### src/rtl/dsip_consts.svh
// constants of the dac serial input port
//
// Functional notes
// - three-wire mode: shift serial data input into shift register on each serial clock rising edge
// - load strobe copies shift register into holding latch and updates the converter
// - sixteen bit shift register; overflow bits leave on serial data output
// - one load strobe updates every chained device; chain length unlimited
// - load strobe held high through pull-up selects asynchronous input mode
// - zero code gives range low end, all ones full scale minus one LSB
// - asynchronous word framed by start and stop bit; frame triggers internal latch
`ifndef DSIP_CONSTS_SVH
`define DSIP_CONSTS_SVH
`define DSIP_WORD_BITS  16
`define DSIP_FIFO_DEPTH 16
`define DSIP_OVS_LAST   4'hF
`define DSIP_MID_TICK   4'h7
`define DSIP_LAST_BIT   5'h0F
`define DSIP_MODE_WAIT  2'h3
`endif

### src/rtl/dsip_pkg.sv
// types of the dac serial input port
package dsip_pkg;

  typedef enum logic [1:0] {
    DSIP_RX_IDLE  = 2'b00,
    DSIP_RX_START = 2'b01,
    DSIP_RX_DATA  = 2'b10,
    DSIP_RX_STOP  = 2'b11
  } dsip_rx_e;

  typedef struct packed {
    logic sclk;
    logic sdata;
    logic latch;
  } dsip_pins_s;

  typedef struct packed {
    dsip_pins_s  sync1;
    dsip_pins_s  sync2;
    logic        sclk_d;
    logic        latch_d;
    logic [15:0] shift;
    logic [15:0] hold;
    logic        sdout;
    logic        async_mode;
    logic [1:0]  mode_cnt;
    logic        mode_done;
    dsip_rx_e    rx_st;
    logic [3:0]  tick;
    logic [4:0]  bitn;
    logic        pend;
    logic [15:0] pend_word;
  } dsip_state_s;

endpackage

### src/rtl/dsip_top.sv
// dac serial input port: three-wire and framed asynchronous receiver with word fifo
`timescale 1ns/1ps
`include "dsip_consts.svh"

// ----------------------------------------------------------------
// word fifo with registered output stage
// ----------------------------------------------------------------
module dsip_fifo #(
  parameter int W = 16,
  parameter int D = 16
) (
  input  wire logic         i_clk,
  input  wire logic         i_reset_n,
  input  wire logic         i_in_valid,
  input  wire logic [W-1:0] i_in_data,
  output logic              o_in_ready,
  output logic              o_out_valid,
  output logic [W-1:0]      o_out_data,
  input  wire logic         i_out_ready
);
  localparam int AW = (D > 1) ? $clog2(D) : 1;
  localparam int CW = $clog2(D + 1);

  typedef struct packed {
    logic [D-1:0][W-1:0] mem;
    logic [AW-1:0]       wp;
    logic [AW-1:0]       rp;
    logic [CW-1:0]       cnt;
    logic                ov;
    logic [W-1:0]        od;
  } fifo_state_s;

  fifo_state_s st_r;
  fifo_state_s st_nxt;
  logic        push;
  logic        pop;

  assign o_in_ready  = (st_r.cnt != CW'(D));
  assign o_out_valid = st_r.ov;
  assign o_out_data  = st_r.od;

  always_comb begin
    st_nxt = st_r;
    push   = i_in_valid && o_in_ready;
    pop    = (st_r.cnt != '0) && (!st_r.ov || i_out_ready);
    if (st_r.ov && i_out_ready) begin
      st_nxt.ov = 1'b0;
    end
    if (pop) begin
      st_nxt.od = st_r.mem[st_r.rp];
      st_nxt.ov = 1'b1;
      st_nxt.rp = (st_r.rp == AW'(D - 1)) ? '0 : st_r.rp + 1'b1;
    end
    if (push) begin
      st_nxt.mem[st_r.wp] = i_in_data;
      st_nxt.wp = (st_r.wp == AW'(D - 1)) ? '0 : st_r.wp + 1'b1;
    end
    case ({push, pop})
      2'b10:   st_nxt.cnt = st_r.cnt + 1'b1;
      2'b01:   st_nxt.cnt = st_r.cnt - 1'b1;
      default: st_nxt.cnt = st_r.cnt;
    endcase
  end

  always_ff @(posedge i_clk or negedge i_reset_n) begin
    if (!i_reset_n) begin
      st_r <= '0;
    end else begin
      st_r <= st_nxt;
    end
  end
endmodule

// ----------------------------------------------------------------
// serial input port
// ----------------------------------------------------------------
module dsip_top
  import dsip_pkg::*;
#(
  parameter int WORD_BITS  = `DSIP_WORD_BITS,
  parameter int FIFO_DEPTH = `DSIP_FIFO_DEPTH
) (
  input  wire logic        i_clk,
  input  wire logic        i_reset_n,
  input  wire logic        i_sclk,
  input  wire logic        i_sdata,
  input  wire logic        i_latch,
  output logic             o_sdout,
  output logic [15:0]      o_dac_code,
  output logic             o_async_mode,
  output logic             o_word_valid,
  output logic [15:0]      o_word_data,
  input  wire logic        i_word_ready
);
  dsip_state_s st_r;
  dsip_state_s st_nxt;
  dsip_pins_s  pins;
  logic        sclk_rise;
  logic        latch_rise;
  logic        in_ready;
  logic        do_shift;
  logic        do_latch;

  assign pins.sclk  = i_sclk;
  assign pins.sdata = i_sdata;
  assign pins.latch = i_latch;

  // ----------------------------------------------------------------
  // edge detection on synchronised pins
  // ----------------------------------------------------------------
  assign sclk_rise  = st_r.sync2.sclk && !st_r.sclk_d;
  assign latch_rise = st_r.sync2.latch && !st_r.latch_d;

  always_comb begin
    st_nxt         = st_r;
    do_shift       = 1'b0;
    do_latch       = 1'b0;
    st_nxt.sync1   = pins;
    st_nxt.sync2   = st_r.sync1;
    st_nxt.sclk_d  = st_r.sync2.sclk;
    st_nxt.latch_d = st_r.sync2.latch;

    // strap caught a few cycles after release, once the synchroniser holds the pin
    // limitation: read once per reset; a host idling the strobe high reads as async
    if (!st_r.mode_done) begin
      st_nxt.mode_cnt = st_r.mode_cnt + 1'b1;
      if (st_r.mode_cnt == `DSIP_MODE_WAIT) begin
        st_nxt.async_mode = st_r.sync2.latch;
        st_nxt.mode_done  = 1'b1;
      end
    end

    if (st_r.mode_done && !st_r.async_mode) begin
      // three-wire: every rising serial clock edge shifts one bit
      do_shift = sclk_rise;
      // update relies on the host holding the serial clock still meanwhile
      do_latch = latch_rise;
    end else if (st_r.mode_done && sclk_rise) begin
      // asynchronous: serial clock edges are oversample ticks
      st_nxt.tick = st_r.tick + 1'b1;
      case (st_r.rx_st)
        DSIP_RX_IDLE: begin
          st_nxt.tick = '0;
          if (!st_r.sync2.sdata) begin
            st_nxt.rx_st = DSIP_RX_START;
          end
        end
        DSIP_RX_START: begin
          if (st_r.tick == `DSIP_MID_TICK) begin
            st_nxt.tick = '0;
            st_nxt.bitn = '0;
            // a glitch that is high at mid-bit is no start bit
            st_nxt.rx_st = st_r.sync2.sdata ? DSIP_RX_IDLE : DSIP_RX_DATA;
          end
        end
        DSIP_RX_DATA: begin
          if (st_r.tick == `DSIP_OVS_LAST) begin
            do_shift    = 1'b1;
            st_nxt.bitn = st_r.bitn + 1'b1;
            if (st_r.bitn == `DSIP_LAST_BIT) begin
              st_nxt.rx_st = DSIP_RX_STOP;
            end
          end
        end
        DSIP_RX_STOP: begin
          if (st_r.tick == `DSIP_OVS_LAST) begin
            // bad stop bit drops the frame, holding latch untouched
            // a low stop bit may be taken as the next start; the mid-bit check decides
            do_latch     = st_r.sync2.sdata;
            st_nxt.rx_st = DSIP_RX_IDLE;
          end
        end
        default: st_nxt.rx_st = DSIP_RX_IDLE;
      endcase
    end

    if (do_shift) begin
      // first bit in ends up at the top; top bit falls out to the next device
      st_nxt.shift = {st_r.shift[14:0], st_r.sync2.sdata};
    end
    st_nxt.sdout = st_nxt.shift[15];

    if (do_latch) begin
      // holding latch drives the converter code straight: 0000 low end, FFFF fs-1lsb
      st_nxt.hold      = st_r.shift;
      st_nxt.pend      = 1'b1;
      st_nxt.pend_word = st_r.shift;
    end else if (st_r.pend && in_ready) begin
      st_nxt.pend = 1'b0;
    end
  end

  always_ff @(posedge i_clk or negedge i_reset_n) begin
    if (!i_reset_n) begin
      st_r <= '0;
    end else begin
      st_r <= st_nxt;
    end
  end

  // ----------------------------------------------------------------
  // word stream; a full fifo holds the pending word, a newer latch replaces it
  // ----------------------------------------------------------------
  dsip_fifo #(
    .W (WORD_BITS),
    .D (FIFO_DEPTH)
  ) u_fifo (
    .i_clk       (i_clk),
    .i_reset_n   (i_reset_n),
    .i_in_valid  (st_r.pend),
    .i_in_data   (st_r.pend_word),
    .o_in_ready  (in_ready),
    .o_out_valid (o_word_valid),
    .o_out_data  (o_word_data),
    .i_out_ready (i_word_ready)
  );

  assign o_sdout      = st_r.sdout;
  assign o_dac_code   = st_r.hold;
  assign o_async_mode = st_r.async_mode;
endmodule

### config.mk
export PLATFORM = sky130hd
export DESIGN_NAME = dsip_top
export DESIGN_NICKNAME = d
export VERILOG_FILES = /design/src/rtl/dsip_pkg.sv /design/src/rtl/dsip_top.sv
export VERILOG_INCLUDE_DIRS = /design/src /design/src/rtl
export SDC_FILE = /design/constraint.sdc
export NUM_CORES = 1
export LEC_CHECK = 0
export BUFFER_PORTS_ARGS = -buffer_cell sky130_fd_sc_hd__buf_2
export CORE_MARGIN = 2
export CORE_UTILIZATION = 60
export CTS_CLUSTER_DIAMETER = 40
export DETAILED_ROUTE_END_ITERATION = 8
export GPL_ROUTABILITY_DRIVEN = 0
export PLACE_DENSITY = 0.75
export SYNTH_ARGS = -nofsm -noshare
export SYNTH_HDL_FRONTEND = slang
export SYNTH_SLANG_ARGS = --single-unit
### constraint.sdc
create_clock -name i_clk -period 3.8 [get_ports i_clk]
set_clock_uncertainty 0.1 [all_clocks]
set_input_delay 0.38 -clock i_clk [delete_from_list [all_inputs] [get_ports i_clk]]
set_output_delay 0.38 -clock i_clk [all_outputs]
set_load 0.1 [all_outputs]
==> impl_results.md <==
- 1st-iter DRT viols: 438
- Multi-input logic area: 6970 µm²
- #FFs+latches synth: 342
- Initial antenna violation count: 0
- Vias per cell: 6.148
- Sequential share of the synthesized area: 0.5251
- Non-filler cells, final: 1397
- Sink Count: 342
- Element type at the critical path end: flip-flop
- Register area: 8563 µm²
- Most frequent cells after synthesis: dfrtp_1, mux2_2, mux2_4, mux4_2, buf_4
- Slew Viols, Final: 0
- FP Rows: 60
- Layout overhead on the synthesized area: 9.750%
- Mapped cell area: 16300 µm²
- CTS tree: done
- Post-synth top area share: 0.5251
- CTS max path bufs: 3
- I/O pins: 41
- Slew headroom: 0.3894
- Core ar.: 26800 µm²
- Post-route DRC: 0
- Ranking of synthesized cells by area: dfrtp_1, mux2_4, mux2_2
- Nets: 1042
- RSZ-0062 raised after global routing: no
- Cells after DPL: 1310
- Reg clk slew, reported paths: 0.05 ns
- Number of CTS-inserted buffers: 45
- Synth Instances: 1020
- Syn avg cell area: 15.98 µm²
- Die Y: 168.8 µm
- Max Cap Violations: 0
- Startpoint types: flip-flop
- M1 wire length: 14870 µm
- DP HPWL: 18880 µm
- Filler cell count: 1828
- P per Cell Area: 675.3 nW/µm²
- YS warnings: 0
- Ys flop type: dfrtp_1
- Global-route wire length before repair: 52470 µm
- Routed wl met3: 1353 µm
- Status: complete, no violations
- Most common cell in the netlist: dfrtp_1
- Die ar.: 28500 µm²
- Data required time of the critical path: 4.11 ns
- Crit path time final: 2.956 ns
- Static leakage: 8.826 nW
- Root Driver: clkbuf_16
- Worst-Margin Slew: 0.9159 ns
- WL final: 32070 µm
- WS Path Type: flip-flop to flip-flop
- DIE WIDTH: 168.8 µm
- Total Neg Setup Slack: 0 ns
- Post-route ant nets: 0
- GR Overflow Total: 0
- Vias: 8589
- Ys async rst share: 1.000
- CP Data Arrival Time: 3.27 ns
- Worst skew pair latency: 0.54 ns
- Post-synth cell types: 53
- Htree depth: 2
- Leading area contributor after synthesis: dfrtp_1
- Peak VDD IR: 0.0005020 V
- CP Max Fanout: 8
- Pre-antenna DRT Iters: 4
- Hold WC Path Type: input pin to flip-flop
- Total track usage: 0.2370
- Final Hold Viols: 0
- Vias in the first global route: 9199
- DR WL met2: 15350 µm
- WL/cell: 22.95 µm
- Initial Util: 0.6081
- Input/output buffers: 40
- Post-Syn Nets: 1042
- Max layer used: met4
- Fin crit share: 0.7779
- Layout cell share with drive strength beyond 1: 0.5028
- Number of synthesized flops with an enable pin: 0
- # resized after CTS: 0
- # diodes: 0
- FMAX: 338.3 MHz
- # setup viols final: 0
- Largest net degree at the start of global routing: 110
[registers in the layout, indices dropped and copies added, names as in the netlist, named ones only]
register and cells:
u_fifo.st_r 269, u_fifo.o_out_valid 1, o_async_mode 1, u_fifo.o_out_data 16, st_nxt 5, st_r 49
[critical path: stages, from the launching register on]
cell and delay, ns:
dfrtp_1 0.46, nor4_4 0.51, a21boi_4 0.10, inv_1 0.09
ha_1 0.31, xor2_1 0.11, ha_1 0.24, or3b_2 0.45
a211oi_1 0.21, o21bai_1 0.12, xnor2_1 0.14
[timing repair]
action,in CTS,in global routing
buffers inserted,0,0
hold buffers,4,0
endpoints found under the hold margin,89,0
[stage by stage]
step	setup slack (ns)	instance area (µm²)	total power, mW	hold WS, ns	util
2_1_floorplan	0.1604	16300	7.409	-0.01559	-
3_3_place_gp	0.9038	16350	7.962	0.2324	0.6101
3_5_place_dp	0.8763	16350	8.029	0.2365	0.6101
4_1_cts	0.8415	17890	12.18	0.1512	0.6674
5_1_grt	0.5660	17890	12.60	0.1868	0.6674
6_report	0.8441	17890	12.08	0.1528	0.6674
[logic make-up (layout without fill, tap and decap cells)]
kind of cell | count (synthesis) | in the layout | synth area share
DFF | 342 | 342 | 0.5251
AOI/OAI and AO/OA | 81 | 81 | 0.03194
xor gates and xnor gates | 9 | 9 | 0.004836
adders and majority gates | 16 | 16 | 0.01228
buffers and inverters | 114 | 150 | 0.04790
and+or+nand+nor | 79 | 79 | 0.04000
muxes | 379 | 379 | 0.3379
[report_power, final]
group	leakage [nW]	switching (mW)	internal, mW
logic	3.45	2.16	1.11
registers	4.65	0.594	4.08
clock network	0.723	1.66	2.47
[per-layer routing]
metal,vias up,GRT usage
met4,0,0.06034
met5,-,0
li1,3760,-
met2,167,0.3801
met1,4616,0.3456
met3,46,0.03554
[layout by cell type (no fill, tap or decap), types with 5 or more instances in the layout]
cell	count
mux2_2	170
mux4_2	64
nand2_1	11
inv_6	6
clkinv_2	5
nand3_4	14
clkinv_4	10
dfrtp_1	340
nor2b_1	6
o21ai_0	10
inv_1	11
a21oi_1	21
o22ai_1	33
mux2i_1	5
buf_4	8
nand2b_1	6
clkbuf_16	47
mux2_4	140
clkbuf_1	6
ha_1	16
buf_2	39
nand3_1	11
nor2_1	5
xnor2_1	5
[layout make-up]
class / instances / area share
Tap cell: 341 / 0.02385
Timing Repair Buffer: 56 / 0.02182
Sequential cell: 342 / 0.4787
Inverter: 11 / 0.002308
Clock buffer: 54 / 0.06778
Clock inverter: 29 / 0.01581
Multi-Input combinational cell: 564 / 0.3897
[path summary, 6_finish.rpt]
kind                                             startpoint                              to  depth (start not counted)  slack [ns]
worst max register to register  u_fifo.st_r[17]$_DFFE_PN0P_     u_fifo.st_r[21]$_DFFE_PN0P_                         10        0.84
worst max-delay path            u_fifo.st_r[17]$_DFFE_PN0P_     u_fifo.st_r[21]$_DFFE_PN0P_                         10        0.84
min in group asynchronous                         i_reset_n  u_fifo.o_out_valid$_DFFE_PN0P_                          2        0.34
worst min register to register         st_nxt[69]$_DFF_PN0_            st_nxt[66]$_DFF_PN0_                          0        0.25
max in group asynchronous                         i_reset_n     u_fifo.st_r[50]$_DFFE_PN0P_                          3        2.17
worst min-delay path                           i_word_ready  u_fifo.o_out_valid$_DFFE_PN0P_                          3        0.15
Power figures use the tool's default switching activity.
